## src/design/rv32i_exec_pkg.sv

```systemverilog
// Purpose: Shared types and constants for the RV32I integer execute datapath
// Assumes: Decode hands over one decoded instruction per cycle at most
// Notes: Operation codes are internal and carry no meaning outside this block

package rv32i_exec_pkg;

	// ----------------------------------------------------------------
	// Widths and fixed values
	// ----------------------------------------------------------------
	localparam int XLEN = 32;
	localparam int IDX_W = 5;
	localparam int SHAMT_W = 5;
	localparam int IMM_W = 20;
	localparam int IMM12_W = 12;
	localparam int UPPER_LSB = 12;
	localparam logic [IDX_W-1:0] ZERO_IDX = 5'h00;
	localparam logic [XLEN-1:0] FULL_STEP = 32'h0000_0004;
	localparam logic [XLEN-1:0] HALF_STEP = 32'h0000_0002;
	localparam logic [XLEN-1:0] LSB_CLEAR = 32'hFFFF_FFFE;
	localparam logic [XLEN-1:0] WORD_ZERO = 32'h0000_0000;
	localparam logic [XLEN-1:0] WORD_ONE = 32'h0000_0001;

	// ----------------------------------------------------------------
	// Operations
	// ----------------------------------------------------------------
	typedef enum logic [4:0] {
		OP_ADDI = 5'h00,
		OP_ANDI = 5'h01,
		OP_ORI = 5'h02,
		OP_XORI = 5'h03,
		OP_SLTI = 5'h04,
		OP_SLTIU = 5'h05,
		OP_SLLI = 5'h06,
		OP_SRLI = 5'h07,
		OP_SRAI = 5'h08,
		OP_LUI = 5'h09,
		OP_AUIPC = 5'h0A,
		OP_ADD = 5'h0B,
		OP_SUB = 5'h0C,
		OP_AND = 5'h0D,
		OP_OR = 5'h0E,
		OP_XOR = 5'h0F,
		OP_SLT = 5'h10,
		OP_SLTU = 5'h11,
		OP_SLL = 5'h12,
		OP_SRL = 5'h13,
		OP_SRA = 5'h14,
		OP_JAL = 5'h15,
		OP_JALR = 5'h16
	} alu_op_t;

	// ----------------------------------------------------------------
	// Carriers
	// ----------------------------------------------------------------
	typedef struct packed {
		logic valid;
		alu_op_t op;
		logic [IDX_W-1:0] rs1_idx;
		logic [IDX_W-1:0] rs2_idx;
		logic [IDX_W-1:0] rd_idx;
		logic [XLEN-1:0] rs1_val;
		logic [XLEN-1:0] rs2_val;
		logic [XLEN-1:0] pc;
		logic [IMM_W-1:0] imm;
		logic compressed;
	} issue_t;

	typedef struct packed {
		logic valid;
		logic wr_en;
		logic [IDX_W-1:0] rd_idx;
		logic [XLEN-1:0] wr_data;
		logic jump;
		logic [XLEN-1:0] target;
		logic misaligned;
		logic [XLEN-1:0] next_pc;
	} result_t;

	typedef struct packed {
		result_t res;
		alu_op_t op;
	} exec_state_t;

endpackage

```

## src/design/rv32i_integer_execute.sv

```systemverilog
// Purpose: Single-cycle RV32I integer execute for arithmetic, logic, shifts, upper
//          immediates and the two unconditional jumps
// Assumes: Register file reads stand on the issue bus; results retire next cycle
// Notes: No back-pressure; one instruction may be issued every cycle
//
// Contract
// - Index zero reads zero; results aimed at index zero are dropped.
// - Registers, pc and every result are 32 bits wide.
// - Accept 4-byte and 2-byte instructions; sequential pc steps by 4 or 2.
// - Single thread; data misalignment never rejected here.
// - Add-immediate sums rs1 with the sign-extended 12-bit immediate.
// - AND/OR/XOR immediate use the sign-extended 12-bit immediate.
// - Signed immediate compare writes 1 when rs1 is less, else 0.
// - Unsigned immediate compare sign-extends first, compares unsigned.
// - Immediate shifts take amount from low five immediate bits.
// - Logical shifts fill vacated bits with zeros.
// - Arithmetic right shifts copy original sign into vacated bits.
// - Upper immediate load puts 20 bits high, low 12 bits zero.
// - Upper immediate to pc adds shifted immediate to current pc.
// - Register add sums sources; subtract gives rs1 minus rs2.
// - Register AND/OR/XOR combine both sources bitwise.
// - Register compare writes 1 when rs1 below rs2, signed or unsigned.
// - Jump-and-link targets pc plus offset, links the next instruction address.
// - Register jump target is rs1 plus immediate with bit zero cleared.
// - Register jump reads source and link before any write.
// - Taken jump to odd address raises misaligned exception.

module rv32i_integer_execute
	import rv32i_exec_pkg::*;
(
	// Clock and reset
	input wire logic clk_i,
	input wire logic srst_i,
	// Decoded instruction from issue
	input wire issue_t issue_i,
	// Retired result to register file and fetch
	output result_t result_o
);

	// ----------------------------------------------------------------
	// Decoding helpers
	// ----------------------------------------------------------------
	function automatic logic uses_rs2(input alu_op_t op);
		unique case (op)
			OP_ADD, OP_SUB, OP_AND, OP_OR, OP_XOR,
			OP_SLT, OP_SLTU, OP_SLL, OP_SRL, OP_SRA: uses_rs2 = 1'b1;
			default: uses_rs2 = 1'b0;
		endcase
	endfunction

	function automatic logic is_jump(input alu_op_t op);
		is_jump = (op == OP_JAL) || (op == OP_JALR);
	endfunction

	function automatic logic [XLEN-1:0] read_reg(input logic [IDX_W-1:0] idx,
		input logic [XLEN-1:0] val);
		read_reg = (idx == ZERO_IDX) ? WORD_ZERO : val;
	endfunction

	// ----------------------------------------------------------------
	// State
	// ----------------------------------------------------------------
	exec_state_t st;
	exec_state_t next_st;

	logic [XLEN-1:0] src_a;
	logic [XLEN-1:0] src_b;
	logic [XLEN-1:0] imm_s12;
	logic [XLEN-1:0] imm_upper;
	logic [XLEN-1:0] jal_off;
	logic [XLEN-1:0] operand_b;
	logic [XLEN-1:0] seq_pc;
	logic [XLEN-1:0] shift_out;
	logic [SHAMT_W-1:0] shamt;
	logic shift_right;
	logic shift_arith;

	// ----------------------------------------------------------------
	// Operand preparation
	// ----------------------------------------------------------------
	// Both sources are sampled here, so a link into rs1 cannot corrupt the target
	assign src_a = read_reg(issue_i.rs1_idx, issue_i.rs1_val);
	assign src_b = read_reg(issue_i.rs2_idx, issue_i.rs2_val);
	assign imm_s12 = {{(XLEN-IMM12_W){issue_i.imm[IMM12_W-1]}},
		issue_i.imm[IMM12_W-1:0]};
	assign imm_upper = {issue_i.imm, {UPPER_LSB{1'b0}}};
	assign jal_off = {{(XLEN-IMM_W-1){issue_i.imm[IMM_W-1]}}, issue_i.imm, 1'b0};
	assign operand_b = uses_rs2(issue_i.op) ? src_b : imm_s12;
	// Compressed instructions advance by a halfword
	assign seq_pc = issue_i.pc + (issue_i.compressed ? HALF_STEP : FULL_STEP);

	// Upper bits of rs2 are ignored as a shift amount
	assign shamt = uses_rs2(issue_i.op) ? src_b[SHAMT_W-1:0] :
		issue_i.imm[SHAMT_W-1:0];
	assign shift_right = (issue_i.op == OP_SRLI) || (issue_i.op == OP_SRAI) ||
		(issue_i.op == OP_SRL) || (issue_i.op == OP_SRA);
	assign shift_arith = (issue_i.op == OP_SRAI) || (issue_i.op == OP_SRA);

	rv32i_shifter #(
		.WIDTH(XLEN),
		.AMT_W(SHAMT_W)
	) u_shifter (
		.data_i(src_a),
		.shamt_i(shamt),
		.right_i(shift_right),
		.arith_i(shift_arith),
		.data_o(shift_out)
	);

	// ----------------------------------------------------------------
	// Execute
	// ----------------------------------------------------------------
	always_comb begin
		logic [XLEN-1:0] value;
		logic [XLEN-1:0] target;
		logic bad_align;
		value = WORD_ZERO;
		target = seq_pc;
		bad_align = 1'b0;
		next_st = st;
		// All arithmetic is modulo 2^32; there is no overflow trap
		unique case (issue_i.op)
			OP_ADDI, OP_ADD: value = src_a + operand_b;
			OP_SUB: value = src_a - src_b;
			OP_ANDI, OP_AND: value = src_a & operand_b;
			OP_ORI, OP_OR: value = src_a | operand_b;
			OP_XORI, OP_XOR: value = src_a ^ operand_b;
			OP_SLTI, OP_SLT: begin
				value = ($signed(src_a) < $signed(operand_b)) ? WORD_ONE : WORD_ZERO;
			end
			OP_SLTIU, OP_SLTU: begin
				value = (src_a < operand_b) ? WORD_ONE : WORD_ZERO;
			end
			OP_SLLI, OP_SRLI, OP_SRAI, OP_SLL, OP_SRL, OP_SRA: value = shift_out;
			OP_LUI: value = imm_upper;
			OP_AUIPC: value = issue_i.pc + imm_upper;
			OP_JAL: begin
				value = seq_pc;
				target = issue_i.pc + jal_off;
			end
			OP_JALR: begin
				value = seq_pc;
				target = (src_a + imm_s12) & LSB_CLEAR;
			end
			default: value = WORD_ZERO;
		endcase
		// Only instruction targets are checked; data addresses never fault here
		bad_align = is_jump(issue_i.op) && target[0];
		next_st.op = issue_i.op;
		next_st.res.valid = issue_i.valid;
		next_st.res.rd_idx = issue_i.rd_idx;
		next_st.res.wr_data = value;
		next_st.res.target = target;
		next_st.res.misaligned = issue_i.valid && bad_align;
		// A faulting jump neither writes its link nor redirects fetch
		next_st.res.wr_en = issue_i.valid && !bad_align &&
			(issue_i.rd_idx != ZERO_IDX);
		next_st.res.jump = issue_i.valid && is_jump(issue_i.op) && !bad_align;
		next_st.res.next_pc = bad_align ? issue_i.pc : target;
		if (!issue_i.valid) begin
			next_st.res.wr_data = WORD_ZERO;
			next_st.res.target = WORD_ZERO;
			next_st.res.next_pc = WORD_ZERO;
		end
	end

	always_ff @(posedge clk_i) begin
		if (srst_i) begin
			st <= '0;
		end else begin
			st <= next_st;
		end
	end

	assign result_o = st.res;

	// ----------------------------------------------------------------
	// Checks
	// ----------------------------------------------------------------
	chk_zero_dest: assert property (@(posedge clk_i) disable iff (srst_i)
		st.res.valid && (st.res.rd_idx == ZERO_IDX) |-> !st.res.wr_en)
		else $error("write to index zero not dropped");

	chk_result_timing: assert property (@(posedge clk_i) disable iff (srst_i)
		issue_i.valid |=> st.res.valid && (st.res.rd_idx == $past(issue_i.rd_idx)))
		else $error("result not one cycle after issue");

	chk_seq_step: assert property (@(posedge clk_i) disable iff (srst_i)
		st.res.valid && !is_jump(st.op) |-> st.res.next_pc ==
		$past(issue_i.pc) + ($past(issue_i.compressed) ? HALF_STEP : FULL_STEP))
		else $error("sequential pc step wrong");

	chk_upper_zero: assert property (@(posedge clk_i) disable iff (srst_i)
		st.res.valid && (st.op == OP_LUI) |->
		st.res.wr_data == {$past(issue_i.imm), {UPPER_LSB{1'b0}}})
		else $error("upper immediate load wrong");

	chk_sub_diff: assert property (@(posedge clk_i) disable iff (srst_i)
		st.res.valid && (st.op == OP_SUB) && ($past(issue_i.rs1_idx) != ZERO_IDX) &&
		($past(issue_i.rs2_idx) != ZERO_IDX) |->
		st.res.wr_data == $past(issue_i.rs1_val) - $past(issue_i.rs2_val))
		else $error("subtract result wrong");

	chk_compare_bool: assert property (@(posedge clk_i) disable iff (srst_i)
		st.res.valid && (st.op inside {OP_SLT, OP_SLTU, OP_SLTI, OP_SLTIU}) |->
		st.res.wr_data[XLEN-1:1] == '0)
		else $error("compare result not boolean");

	chk_sra_sign: assert property (@(posedge clk_i) disable iff (srst_i)
		st.res.valid && (st.op == OP_SRAI) && ($past(issue_i.rs1_idx) != ZERO_IDX) |->
		st.res.wr_data[XLEN-1] == $past(issue_i.rs1_val[XLEN-1]))
		else $error("arithmetic shift lost sign");

	chk_link_value: assert property (@(posedge clk_i) disable iff (srst_i)
		st.res.wr_en && is_jump(st.op) |-> st.res.wr_data ==
		$past(issue_i.pc) + ($past(issue_i.compressed) ? HALF_STEP : FULL_STEP))
		else $error("link address wrong");

	chk_jalr_lsb: assert property (@(posedge clk_i) disable iff (srst_i)
		st.res.valid && (st.op == OP_JALR) |-> !st.res.target[0] && !st.res.misaligned)
		else $error("register jump target lsb set");

	chk_misalign_flag: assert property (@(posedge clk_i) disable iff (srst_i)
		st.res.valid && is_jump(st.op) |->
		(st.res.misaligned == st.res.target[0]) && (st.res.jump == !st.res.target[0]))
		else $error("misaligned jump handling wrong");

	// ----------------------------------------------------------------
	// Reference checks
	// ----------------------------------------------------------------
	// Operands rebuilt apart from the datapath so a shared slip cannot hide
	logic [XLEN-1:0] ref_a;
	logic [XLEN-1:0] ref_b;
	logic [XLEN-1:0] ref_i;
	logic [XLEN-1:0] ref_u;
	logic [XLEN-1:0] ref_j;

	assign ref_a = (issue_i.rs1_idx == ZERO_IDX) ? WORD_ZERO : issue_i.rs1_val;
	assign ref_b = (issue_i.rs2_idx == ZERO_IDX) ? WORD_ZERO : issue_i.rs2_val;
	assign ref_i = XLEN'($signed(issue_i.imm[IMM12_W-1:0]));
	assign ref_u = {issue_i.imm, WORD_ZERO[UPPER_LSB-1:0]};
	assign ref_j = XLEN'($signed({issue_i.imm, 1'b0}));

	chk_addi_sum: assert property (@(posedge clk_i) disable iff (srst_i)
		st.res.valid && (st.op == OP_ADDI) |-> st.res.wr_data == $past(ref_a + ref_i))
		else $error("add immediate result wrong");

	chk_andi_mask: assert property (@(posedge clk_i) disable iff (srst_i)
		st.res.valid && (st.op == OP_ANDI) |-> st.res.wr_data == $past(ref_a & ref_i))
		else $error("and immediate result wrong");

	chk_ori_mask: assert property (@(posedge clk_i) disable iff (srst_i)
		st.res.valid && (st.op == OP_ORI) |-> st.res.wr_data == $past(ref_a | ref_i))
		else $error("or immediate result wrong");

	chk_xori_mask: assert property (@(posedge clk_i) disable iff (srst_i)
		st.res.valid && (st.op == OP_XORI) |-> st.res.wr_data == $past(ref_a ^ ref_i))
		else $error("xor immediate result wrong");

	chk_slti_signed: assert property (@(posedge clk_i) disable iff (srst_i)
		st.res.valid && (st.op == OP_SLTI) |->
		st.res.wr_data == ($past($signed(ref_a) < $signed(ref_i)) ? WORD_ONE : WORD_ZERO))
		else $error("signed immediate compare wrong");

	chk_sltiu_unsigned: assert property (@(posedge clk_i) disable iff (srst_i)
		st.res.valid && (st.op == OP_SLTIU) |->
		st.res.wr_data == ($past(ref_a < ref_i) ? WORD_ONE : WORD_ZERO))
		else $error("unsigned immediate compare wrong");

	chk_slli_fill: assert property (@(posedge clk_i) disable iff (srst_i)
		st.res.valid && (st.op == OP_SLLI) |->
		st.res.wr_data == $past(ref_a << issue_i.imm[SHAMT_W-1:0]))
		else $error("left immediate shift wrong");

	chk_srli_fill: assert property (@(posedge clk_i) disable iff (srst_i)
		st.res.valid && (st.op == OP_SRLI) |->
		st.res.wr_data == $past(ref_a >> issue_i.imm[SHAMT_W-1:0]))
		else $error("logical right immediate shift wrong");

	chk_srai_fill: assert property (@(posedge clk_i) disable iff (srst_i)
		st.res.valid && (st.op == OP_SRAI) |->
		st.res.wr_data == $past($signed(ref_a) >>> issue_i.imm[SHAMT_W-1:0]))
		else $error("arithmetic right immediate shift wrong");

	chk_auipc_sum: assert property (@(posedge clk_i) disable iff (srst_i)
		st.res.valid && (st.op == OP_AUIPC) |-> st.res.wr_data == $past(issue_i.pc + ref_u))
		else $error("upper immediate to pc wrong");

	chk_add_wrap: assert property (@(posedge clk_i) disable iff (srst_i)
		st.res.valid && (st.op == OP_ADD) |-> st.res.wr_data == $past(ref_a + ref_b))
		else $error("register add wrong");

	chk_and_bits: assert property (@(posedge clk_i) disable iff (srst_i)
		st.res.valid && (st.op == OP_AND) |-> st.res.wr_data == $past(ref_a & ref_b))
		else $error("register and wrong");

	chk_or_bits: assert property (@(posedge clk_i) disable iff (srst_i)
		st.res.valid && (st.op == OP_OR) |-> st.res.wr_data == $past(ref_a | ref_b))
		else $error("register or wrong");

	chk_xor_bits: assert property (@(posedge clk_i) disable iff (srst_i)
		st.res.valid && (st.op == OP_XOR) |-> st.res.wr_data == $past(ref_a ^ ref_b))
		else $error("register xor wrong");

	chk_slt_signed: assert property (@(posedge clk_i) disable iff (srst_i)
		st.res.valid && (st.op == OP_SLT) |->
		st.res.wr_data == ($past($signed(ref_a) < $signed(ref_b)) ? WORD_ONE : WORD_ZERO))
		else $error("signed register compare wrong");

	chk_sltu_unsigned: assert property (@(posedge clk_i) disable iff (srst_i)
		st.res.valid && (st.op == OP_SLTU) |->
		st.res.wr_data == ($past(ref_a < ref_b) ? WORD_ONE : WORD_ZERO))
		else $error("unsigned register compare wrong");

	chk_sll_amount: assert property (@(posedge clk_i) disable iff (srst_i)
		st.res.valid && (st.op == OP_SLL) |->
		st.res.wr_data == $past(ref_a << ref_b[SHAMT_W-1:0]))
		else $error("register left shift wrong");

	chk_srl_amount: assert property (@(posedge clk_i) disable iff (srst_i)
		st.res.valid && (st.op == OP_SRL) |->
		st.res.wr_data == $past(ref_a >> ref_b[SHAMT_W-1:0]))
		else $error("register logical right shift wrong");

	chk_sra_amount: assert property (@(posedge clk_i) disable iff (srst_i)
		st.res.valid && (st.op == OP_SRA) |->
		st.res.wr_data == $past($signed(ref_a) >>> ref_b[SHAMT_W-1:0]))
		else $error("register arithmetic right shift wrong");

	chk_jal_target: assert property (@(posedge clk_i) disable iff (srst_i)
		st.res.valid && (st.op == OP_JAL) |-> st.res.target == $past(issue_i.pc + ref_j))
		else $error("jump target wrong");

	chk_jalr_target: assert property (@(posedge clk_i) disable iff (srst_i)
		st.res.valid && (st.op == OP_JALR) |->
		st.res.target == $past((ref_a + ref_i) & LSB_CLEAR))
		else $error("register jump target wrong");

	chk_next_target: assert property (@(posedge clk_i) disable iff (srst_i)
		st.res.valid && !st.res.misaligned |-> st.res.next_pc == st.res.target)
		else $error("next pc differs from target");

	chk_fault_hold: assert property (@(posedge clk_i) disable iff (srst_i)
		st.res.misaligned |->
		(st.res.next_pc == $past(issue_i.pc)) && !st.res.wr_en && !st.res.jump)
		else $error("faulting jump not held");

	chk_idle_clear: assert property (@(posedge clk_i) disable iff (srst_i)
		!st.res.valid |-> !st.res.wr_en && !st.res.jump && !st.res.misaligned &&
		(st.res.wr_data == WORD_ZERO) && (st.res.next_pc == WORD_ZERO))
		else $error("idle result not cleared");

	chk_zero_read: assert property (@(posedge clk_i) disable iff (srst_i)
		st.res.valid && (st.op == OP_SUB) && ($past(issue_i.rs1_idx) == ZERO_IDX) |->
		st.res.wr_data == WORD_ZERO - $past(ref_b))
		else $error("index zero not read as zero");

	chk_write_enable: assert property (@(posedge clk_i) disable iff (srst_i)
		st.res.valid && !st.res.misaligned && (st.res.rd_idx != ZERO_IDX) |-> st.res.wr_en)
		else $error("result write dropped");

endmodule

```

## src/design/rv32i_shifter.sv

```systemverilog
// Purpose: Log-depth barrel shifter for left, logical right and arithmetic right
// Assumes: Shift amount already limited to the low five bits
// Notes: Purely combinational

module rv32i_shifter
	import rv32i_exec_pkg::*;
#(
	parameter int WIDTH = XLEN,
	parameter int AMT_W = SHAMT_W
) (
	// Operand and control
	input wire logic [WIDTH-1:0] data_i,
	input wire logic [AMT_W-1:0] shamt_i,
	input wire logic right_i,
	input wire logic arith_i,
	// Result
	output logic [WIDTH-1:0] data_o
);

	logic [WIDTH-1:0] stage [AMT_W+1];
	logic fill;

	// Fill comes from the original sign, not a partly shifted stage
	assign fill = arith_i & right_i & data_i[WIDTH-1];
	assign stage[0] = data_i;

	for (genvar i = 0; i < AMT_W; i++) begin : g_stage
		localparam int S = 1 << i;
		logic [WIDTH-1:0] moved;
		// Vacated bits take zero unless arithmetic right
		assign moved = right_i ? {{S{fill}}, stage[i][WIDTH-1:S]} :
			{stage[i][WIDTH-1-S:0], {S{1'b0}}};
		assign stage[i+1] = shamt_i[i] ? moved : stage[i];
	end

	assign data_o = stage[AMT_W];

endmodule

```

## config.mk

```make
export PLATFORM = sky130hd
export DESIGN_NAME = rv32i_integer_execute
export DESIGN_NICKNAME = d
export VERILOG_FILES = /design/src/design/rv32i_exec_pkg.sv /design/src/design/rv32i_integer_execute.sv /design/src/design/rv32i_shifter.sv
export SDC_FILE = /design/constraint.sdc
export NUM_CORES = 1
export LEC_CHECK = 0
export BUFFER_PORTS_ARGS = -buffer_cell sky130_fd_sc_hd__buf_2
export CORE_MARGIN = 5
export CORE_UTILIZATION = 35
export DETAILED_ROUTE_END_ITERATION = 8
export PLACE_DENSITY_LB_ADDON = 0.25
export SLEW_MARGIN = 20
export SYNTH_ARGS = -nofsm -noshare
export SYNTH_HDL_FRONTEND = slang
export SYNTH_SLANG_ARGS = --single-unit
```

## constraint.sdc

```tcl
create_clock -name clk_i -period 5.3 [get_ports clk_i]
set_input_delay 0.265 -clock clk_i [delete_from_list [all_inputs] [get_ports clk_i]]
set_output_delay 0.265 -clock clk_i [all_outputs]
set_load 0.01 [all_outputs]
```

After elaboration in Yosys (flattened, before gate mapping)
Memory sizes are Yosys's and may differ from the RTL's.
Cells that the tools add are included.
- flip-flop bits (word level): 105
- output and inout bits: 105
- ROM bits: 64
- memories kept: 2
- memories (name ; depth ; width ; rd ports ; clocked after memory_dff ; wr ports ; RTL line ; source):
    (no name shown) ; 32 ; 1 ; 1 ; 0 ; 0 ; rv32i_integer_execute.sv:44 ; unique case (op)
    (no name shown) ; 32 ; 1 ; 1 ; 0 ; 0 ; rv32i_integer_execute.sv:44 ;
- $lt $le $gt $ge: 2
- bitwise operators: 6
- equal/unequal tests: 22
- mux-type cells: 20
- reductions and logical operators: 25
- add/sub/neg operators: 6
- operators by type and width (cell ; number):
    $mux W32 ; 14
    $pmux W32 S11 ; 1
    $add A32 B32 Y32 ; 4
    $lt A32 B32 Y1 ; 2
    $pmux W32 S2 ; 1
    $eq A5 B4 Y1 const B ; 8
    $eq A5 B5 Y1 const B ; 7
    $add A32 B3 Y32 ; 1
    $and A32 B32 Y32 ; 1
    $or A32 B32 Y32 ; 1
    $sub A32 B32 Y32 ; 1
    $xor A32 B32 Y32 ; 1
    $eq A5 B3 Y1 const B ; 4
    $reduce_or A2 Y1 ; 8
    $logic_not A5 Y1 ; 3
    $eq A5 B2 Y1 const B ; 2
    $logic_and A1 B1 Y1 ; 6
    $reduce_or A6 Y1 ; 1
    $eq A5 B1 Y1 const B ; 1
    $logic_or A1 B1 Y1 ; 5
    $mux W5 ; 1
    $reduce_bool A5 Y1 ; 1
    $mux W3 ; 1
    $and A1 B1 Y1 ; 2
    3 further kinds ; 4

Depth between registers and ports, before layout
Gate-level depths: netlist of the first run.
- word-level depth: 17
- mapped depth: 25
- gate-level depth less buffers: 21

By module
Synthesis of the first run repeated with hierarchy kept, for this count alone.
- cells, all modules: 2570
- area, all modules: 18231.2 um^2
- by module, submodules not included (module ; seq. area each (um^2) ; cells an instance ; area each (um^2) ; times used):
    rv32i_integer_execute ; 2102.0 ; 1934 ; 14133.6 ; 1
    rv32i_shifter ; 0.0 ; 636 ; 4097.7 ; 1

Worst setup path after synthesis of the first run
No wires, ideal clock.
- path kind: in2reg
- from: input port issue_i[122] (netlist bit)
- to: register st (netlist bit result_o[94])
- arrival: 4.892 ns
- library setup time: 0.081 ns
- stages: 23
- buffers on the path: 3
- setup slack: 0.327 ns
- cell sequence: or4_4 > buf_6 > o21a_4 > a21oi_4 > buf_6 > buf_2 > ha_1 > nand3_2 > nor2_2 > o21ai_0 > a21oi_1 > xnor2_1 > a22oi_1 > ha_1 > nand3_1 > nor4_1 > nand3_1 > a21oi_1 > o31ai_1 > a21bo_2 > a21boi_0 > mux2_2 > a41oi_1
- word-level cells in the longest chain between the ends: 13
- elaborated cells on any way between the ends: 19
- ends and longest elaborated chain (what ; RTL line ; source):
    from (decl) ; rv32i_integer_execute.sv:35 ; input wire issue_t issue_i,
    $logic_not A5 Y1 * ; n/a ;
    $mux W32 * ; rv32i_integer_execute.sv:57 ; read_reg = (idx == ZERO_IDX) ? WORD_ZERO : val;
    $mux W5 ; rv32i_integer_execute.sv:93 ; assign shamt = uses_rs2(issue_i.op) ? src_b[SHAMT_W-1:0] :
    $mux W32 ; rv32i_shifter.sv:33 ; assign stage[i+1] = shamt_i[i] ? moved : stage[i];
    $mux W32 ; rv32i_shifter.sv:31 ; assign moved = right_i ? {{S{fill}}, stage[i][WIDTH-1:S]} :
    $mux W32 ; rv32i_shifter.sv:33 ;
    $mux W32 ; rv32i_shifter.sv:31 ;
    $mux W32 ; rv32i_shifter.sv:33 ;
    $mux W32 ; rv32i_shifter.sv:31 ;
    $mux W32 ; rv32i_shifter.sv:33 ;
    $mux W32 ; rv32i_shifter.sv:31 ;
    $mux W32 ; rv32i_shifter.sv:33 ;
    $pmux W32 S11 * ; rv32i_integer_execute.sv:122 ; unique case (issue_i.op)
    to (signal assigned) ; rv32i_integer_execute.sv:171 ; st <= next_st;
    to (decl) ; rv32i_integer_execute.sv:63 ; exec_state_t st;
Every way passes the cells marked *; elsewhere a longest branch is shown, timed or not.
A chain may end at the register's enable or synchronous reset.

Worst setup path after layout of the first run
- from: input port issue_i[122] (netlist bit)
- to: register st (netlist bit result_o[83])
The elaborated chain is that of the path after synthesis.

==> results summary, run 1 <==
The count of placed standard cells in the final layout, fillers left out came out at between 3000 and 4000. TritonCTS built the clock tree. After the last flow step, the layout net total stands at around 3200.

The proportion of synthesized chip area in sequential cells came out at 0.1136. The number of nets in the synthesized netlist is slightly below 3000. The final design utilization came out at 0.4082. The library cell with the largest summed area after synthesis is ha_1. The number of synthesized register bits is around 110. The number of nets with antenna violations after detailed routing came out at 0. The worst setup path is captured at a flip-flop. The clock share of power came out at 0.163. Input and output buffers added on the ports amount to about 240. Averaged over all synthesized cells, the footprint is 7.088 um2. The area added between synthesis and finish is 15.66%. Yosys mapped a number of flops with a built-in enable equal to 0.

The switching power of the nets is approximately 2200 uW. By instance count, the cell type seen most on the critical path is a21oi_1. The post-route fraction of the period consumed by the critical path is 0.9630.

The die is approximately 240 um tall. The arrival time of the worst setup path came out at around 5.3 ns. For this design the ratio of total power to cell area is ~200 mW/mm2.

The maximum operating frequency came out at slightly below 0.2 GHz. The power share of the sequential group came out at 0.196. The switching part of the total power came out at 0.5042. The via total after detailed routing came out at roughly 23000.

For this block, the initial DRC count from the detailed router was approximately 3600. The maximum cell stage delay along the critical path is about 0.71 ns. The deepest clock path buffer count came out at 2. The number of remaining DRC errors is 2. Setup repair after global routing left no endpoint under its margin.

The fraction of registers with async set/reset is 0. The die outline area came out at around 0.058 mm2. The signal on the critical path passes through buf_2, or4_4, o21ai_0, mux2_2, clkinv_1, nor2_1, nand3_1, or3_1, a21oi_1, a31oi_1, ha_1, a21oi_1, nand2b_1, o211a_1, nand2_1, a21o_1, a21o_1, a31o_2, xor2_1, a21oi_1, o22ai_1. The chip width came out at 239.9 um. The data required time of the critical path is ~5.5 ns. The post-detailed-route wirelength per cell is 29.61 um. Sorting the synthesized cells by area gives the leading types as ha_1 14%, dfxtp_1 11%, a21oi_1 6.4%. In this run the tightest slew margin relative to its limit is 0.2319. The flow ran to the end, but the final reports show violations. The most used flip-flop cell after synthesis is dfxtp_1. In this run the static leakage power is about 0.0094 uW.

The synthesized cell area is approximately 0.019 mm2. The slew at the pin closest to its max-slew limit is 1.142 ns. In this run, post-CTS repair resized a total of 0 instances. The final wirelength is 105.4 mm. The HPWL after detailed placement came out at roughly 85 mm. The final count of pins violating max slew came to 0.

Synthesis produced a netlist whose cell count is 2611. The count of final hold-check violations is 0. STA classifies the critical path startpoint as an input port. The finished cells cover about 0.021 mm2.

The final weighted congestion in routability-driven placement came out at approximately 1.1. The total I/O pin count is approximately 250. Counting distinct cell types in the post-synthesis netlist gives 109. After clock tree synthesis, the clock-pin slew on the worst setup and hold paths is around 0.07 ns. Along the worst path, the maximum fanout reaches 9. The register with the most flip-flops in the layout has ~110 of them. The post-layout minimum cycle time is approximately 5 ns. The initial antenna violation count came out at 1. The setup violation total in the final timing report came out at 0. The completed layout was analyzed and its total power is roughly 4300 uW. In this run, post-CTS hold repair placed 0 buffers.

The cell sitting at the root of the clock tree is a clkbuf_16. The Yosys warning count is 0. The internal portion of total power came out at ~2100 uW. The number of fill cells in the layout is roughly 5700. In this run the post-CTS setup repair buffer count came out at 0. The commonest cells after synthesis are 236 x a21oi_1, 230 x nor2_1, 212 x o21ai_0, 211 x ha_1, 207 x nand2_1. The floorplan core area came out at 0.05245 mm2.

The max capacitance violation total is 0. The cell row count came out at 84. The final reports fail on design-rule violations. The largest individual stage delay along the critical path comes from the cell a21oi_1. The CTS sink count came out at 105.

Across every metal layer, demand over resource in global routing totals 0.3439. The first-pass detailed-route iteration total came out at 8. The maximum ir drop on the vdd rail came out at around 170 uV. For this configuration, the core starts out at a cell density of 0.3529.

The total grt overflow came out at 0. The maximum number of pins on one net before global-route repair is 63. The via count of the first global-routing pass came out at roughly 22000. Among all cell types in the netlist, the one instantiated most often is a21oi_1. The H-tree was split into 3 levels.

The setup TNS after final layout came out at 0 ns. By startpoint and endpoint, the worst setup path is classified as in -> reg. The placed instance count is about 3500.

The post-detailed-route via-to-cell ratio is roughly 6.6. The first-pass GRT wire length came out at roughly 150 mm. The area share of the largest cell type after synthesis came out at 0.1427. Of the cells placed in the final design, the portion with a size suffix greater than 1 is 0.1794.

The number of CTS-inserted buffers came out at 9. The classification of the worst-slack hold path is in -> reg. The share of total power dissipated in combinational logic is 0.642. The standard cell area after detailed placement is around 0.021 mm2.
==> cell type report <==
class | count | area, um2 | share of cell area
repair buffers | 401 | 2400 | 0.1121
multi-input cells | 2233 | 15300 | 0.7149
well taps | 688 | 860.8 | 0.04022
flip-flops and latches | 105 | 2102 | 0.09820
inverters | 115 | 434.2 | 0.02028
clock inverters | 6 | 75.07 | 0.003507
clock buffers | 10 | 229.0 | 0.01070
diodes | 1 | 2.502 | 0.0001169
==> metal layers <==
layer  vias up  routed length, um  GRT usage
li1      10320                  -          -
met1     11270              42930     0.4641
met2      1555              43120     0.5046
met3       254              12800    0.08913
met4         2               6536     0.1781
met5         -                 20          0
==> power groups by stage <==
stage,registers [uW],logic (uW),clock network (uW)
finish,843,2760,702
global route,846,2900,742
CTS,843,2650,720
detailed placement,862,2630,0
global placement,861,2630,0
floorplan,878,1590,0
==> kinds of logic (layout without fill, tap and decap cells) <==
| kind of cell | count (synthesis) | in the layout | synth area share |
|---|---|---|---|
| xor+xnor | 138 | 138 | 0.06531 |
| buf+inv | 273 | 532 | 0.06389 |
| fa+ha+maj | 216 | 216 | 0.1481 |
| other cells | 0 | 1 | 0 |
| mux | 33 | 33 | 0.01981 |
| flops | 105 | 105 | 0.1136 |
| compound gates | 1029 | 1029 | 0.3772 |
| simple gates | 817 | 817 | 0.2122 |
==> metrics by stage <==
stage	worst slack [ns]	hold slack (ns)
after floorplan	0.3273	0.3366
after global placement	-0.07563	0.5017
after detailed placement	-0.1034	0.4999
after CTS	0.2703	0.1100
after global routing	0.009353	0.1274
final	0.1959	0.1290
==> critical path: cells and delay by family <==
family                     cells  cell delay (ns)
and+or+nand+nor                6             1.58
AOI/OAI and AO/OA             10             2.46
xor gates and xnor gates       1             0.14
adders and majority gates      1             0.37
muxes                          1             0.28
buffers and inverters          2             0.23
==> placed cells by master (no fill, tap or decap), types with 32 or more instances in the layout <==
master and count:
a211oi_1 37, nor2_1 225, inv_1 109, a31oi_1 48, buf_4 157, nand2_1 207, nand3_1 118, o21ai_0 212
a221oi_1 41, xnor2_1 93, buf_2 244, dfxtp_1 105, o22ai_1 32, a21o_1 62, xor2_1 45, nor3_1 50
o211ai_1 44, ha_1 211, a21oi_1 235
==> path summary, 6_finish.rpt <==
kind / start / cells after the start / to
setup / recovery: issue_i[122] / 21 / result_o[83]
hold / removal: issue_i[119] / 2 / result_o[100]
Power figures use the tool's default switching activity.
==> run 2, diff against run 1 <==
- PLACE_DENSITY: default -> 0.57
- PLACE_DENSITY_LB_ADDON: 0.25 -> default
- TNS_END_PERCENT: default -> 5
==> run 2 against run 1 <==
The flow now finishes without violations. Sequential share of layout area barely moved. Fmax rose by 0.12%. Routed wire length rose by 0.94%. Global-route usage rose by 0.55 points. Worst hold slack improved by 0.0036 ns. Final area rose by 0.22%. Critical path depth did not move. Utilization rose by 0.088 points. Non-clock buffer count rose by 5. Highest routed layer is now met4.
==> results summary, run 2 (synthesis gave the netlist of run 1 again) <==
The detailed route wirelength on metal2 came out at 44.47 mm (+3.1%). The number of remaining DRC errors is 0 (-2). The maximum cell stage delay along the critical path was 0.65 ns (-0.06 ns).

The category of the worst setup path launch point is an input port. The floorplan core area is 0.05245 mm2 (unchanged). The effective utilization at floorplan came out at 0.3529 (unchanged).

The first-pass detailed-route iteration total is 7 (-1). The count of buffers from port buffering came out at 244 (unchanged). The detailed router used layers up to and including met4. The cell row count came out at 84 (unchanged). The height of the chip came out at 239.9 um (unchanged). The sequential cell area in the final layout came to 0.002102 mm2 (unchanged). The total power divided by cell area was 202.9 mW/mm2 (+0.82%). The flow ran to the end, and the final reports show no timing, DRC or antenna violations. Setup repair after global routing left no endpoint under its margin.

The chip width came to 239.9 um (unchanged). The setup TNS after final layout was 0 ns (unchanged). The total grt overflow came out at 0 (unchanged).

The count of buffers added by post-CTS timing repair for setup is 0 (unchanged). The slew at the pin closest to its max-slew limit came out at 1.156 ns (+0.01336 ns). The final weighted congestion in routability-driven placement came out at 1.071 (+0.13%).

The highest fanout seen on the critical path is 9 (unchanged). The number of DRC markers after the initial detailed-route iteration is 3327 (-6.6%). The pre-CTS worst setup slack is -0.09561 ns (+0.007755 ns).

The critical path ends at result_o[85]. The sum of met3 wire segment lengths after detailed routing is 12.05 mm (-5.8%). The HPWL after detailed placement came out at 85.84 mm (+1.1%). The net total in the final layout came out at 3226 (+0.16%). In this run the clock root is driven by a clkbuf_16. The register clock-pin slew on the reported worst setup and hold paths came out at 0.08 ns (about the same).

The arrival time of the worst setup path came out at 5.33 ns (about the same). The setup slack of the critical path after layout was 0.2018 ns (+0.005947 ns). The post-detailed-route wirelength per cell came out at 29.84 um (+0.77%). In this design, the critical path's most frequently occurring cell is a21o_1.

The leakage component of the power came out at 0.009432 uW (+0.34%). The first-pass GRT wire length came out at 150.2 mm (+1.3%). The headroom to the max-slew limit is 0.2267 (-0.005240). The deepest clock path buffer count is 2 (unchanged). The initial antenna violation count is 4 (+3). The post-cts hold buffer count came out at 0 (unchanged). The max capacitance violation total came to 0 (unchanged). The number of nets with antenna violations after detailed routing came out at 0 (unchanged). The total area of multi-input combinational cells is 0.01529 mm2 (-0.11%). The area added between synthesis and finish is 15.91%. The worst setup path is of the in -> reg kind.

The count of final hold-check violations is 0 (unchanged). The setup violation total in the final timing report is 0 (unchanged). The number of CTS-inserted buffers is 9 (unchanged).

The top cell types in the final layout, fill and taps aside, are 244 x buf_2, 235 x a21oi_1, 227 x nor2_1. The most frequent standard cell in the layout excluding fill and tap cells is buf_2. The number of flip-flops under the largest register name came out at 105 (unchanged). The die outline area was 0.05757 mm2 (unchanged).

The final hold slack came out at 0.1326 ns (+0.003623 ns). The via total after detailed routing is 23470 (+0.29%). The startpoint of the lowest-slack hold path is issue_i[121]. The wire length on met1 was 43.32 mm (+0.91%). The signal on the critical path passes through buf_2, or4_4, o21ai_0, mux2_2, nand2_1, nor2_1, nand3_1, a311oi_1, xnor2_1, a22oi_1, ha_1, and4_1, o2111ai_1, o21bai_1, nand2_1, a21o_1, a21o_1, a31o_2, a21o_1, a211oi_1, o32ai_1. The overall fraction of global-route tracks in use is 0.3494 (+0.005496).

The post-detailed-route via-to-cell ratio is 6.584 (+0.12%). The post-route fraction of the period consumed by the critical path is 0.9619 (-0.001122). The CTS sink count came out at 105 (unchanged).

The maximum number of pins on one net before global-route repair is 63 (unchanged). STA classifies the critical path endpoint as a flip-flop. The maximum operating frequency came to 0.1961 GHz (+0.12%). The maximum level of the CTS H-tree was 3 (unchanged). The data required time of the critical path is 5.53 ns (+0.02 ns). In this run the worst hold path is classified as in -> reg. The maximum ir drop on the vdd rail came out at 159.3 uV (-6.0%). The final wirelength is 106.4 mm (+0.94%). The final count of pins violating max slew came out at 0 (unchanged).

The share of post-route cells with drive strength above 1 is 0.1802 (+0.0007314). The via count of the first global-routing pass is 21810 (+0.14%). The final standard cell area without fillers is 0.02145 mm2 (+0.22%). TritonCTS built the clock tree.

The slowest cell on the critical path is a211oi_1. The standard cell area after detailed placement came out at 0.02113 mm2 (+0.21%). The total I/O pin count came out at 245 (unchanged).

The post-layout minimum cycle time is 5.098 ns (-0.005947 ns). The power after layout came to 4353 uW (+1.0%). The number of fill cells in the layout is 5609 (-0.83%). The most critical setup path has its startpoint at issue_i[122].
## run 2: cell count changes in the layout (fill, tap and decap cells not counted), sizes merged
cell,before,now
buf,401,406
clkinv,4,5
inv,115,116
clkinvlp,1,0
diode,1,2
clkbuf,10,9
## run 2: how the worst min path moves through the flow
stage,cells past startpoint,to
floorplan,1,result_o[100]
finish,2,result_o[102]
global route,2,result_o[101]
CTS,2,result_o[102]
detailed placement,2,result_o[102]
global placement,2,result_o[102]
## run 2: metal layers
| layer | GRT usage | vias to the layer above |
|---|---|---|
| met5 | 0 | - |
| met4 | 0.1756 | 0 |
| met3 | 0.07949 | 269 |
| met2 | 0.5236 | 1607 |
| met1 | 0.4717 | 11260 |
| li1 | - | 10340 |
## run 2: report_power, final
part	switching (uW)	total (uW)	internal [uW]
clock	334	711	377
combinational	1860	2800	942
sequential	15.2	843	828
total	2210	4350	2150
## run 2: per-stage QoR
| stage | util | instances |
|---|---|---|
| floorplan | - | 2611 |
| global placement | 0.4027 | 3547 |
| detailed placement | 0.4028 | 3547 |
| CTS | 0.4088 | 3563 |
| global route | 0.4090 | 3564 |
| finish | 0.4090 | 3565 |
## run 2: repair_timing
item                       CTS  global route
hold endpoints to repair     0             0
gates resized for setup      0             1
setup endpoints to repair    0             1
## run 2: worst max-delay path, delay by kind of cell
family                     cells  cell delay (ns)
muxes                          1             0.25
adders and majority gates      1             0.29
buffers and inverters          1             0.09
xor gates and xnor gates       1             0.12
AOI/OAI and AO/OA             11             2.87
and+or+nand+nor                6             1.42
## run 2: area by class of cell
cell class,instances,share of cell area
diodes,2,0.0002333
clock buffers,9,0.01050
clock inverters,7,0.004141
inverters,115,0.02024
multi-input cells,2233,0.7126
flip-flops and latches,105,0.09799
well taps,688,0.04013
repair buffers,406,0.1142
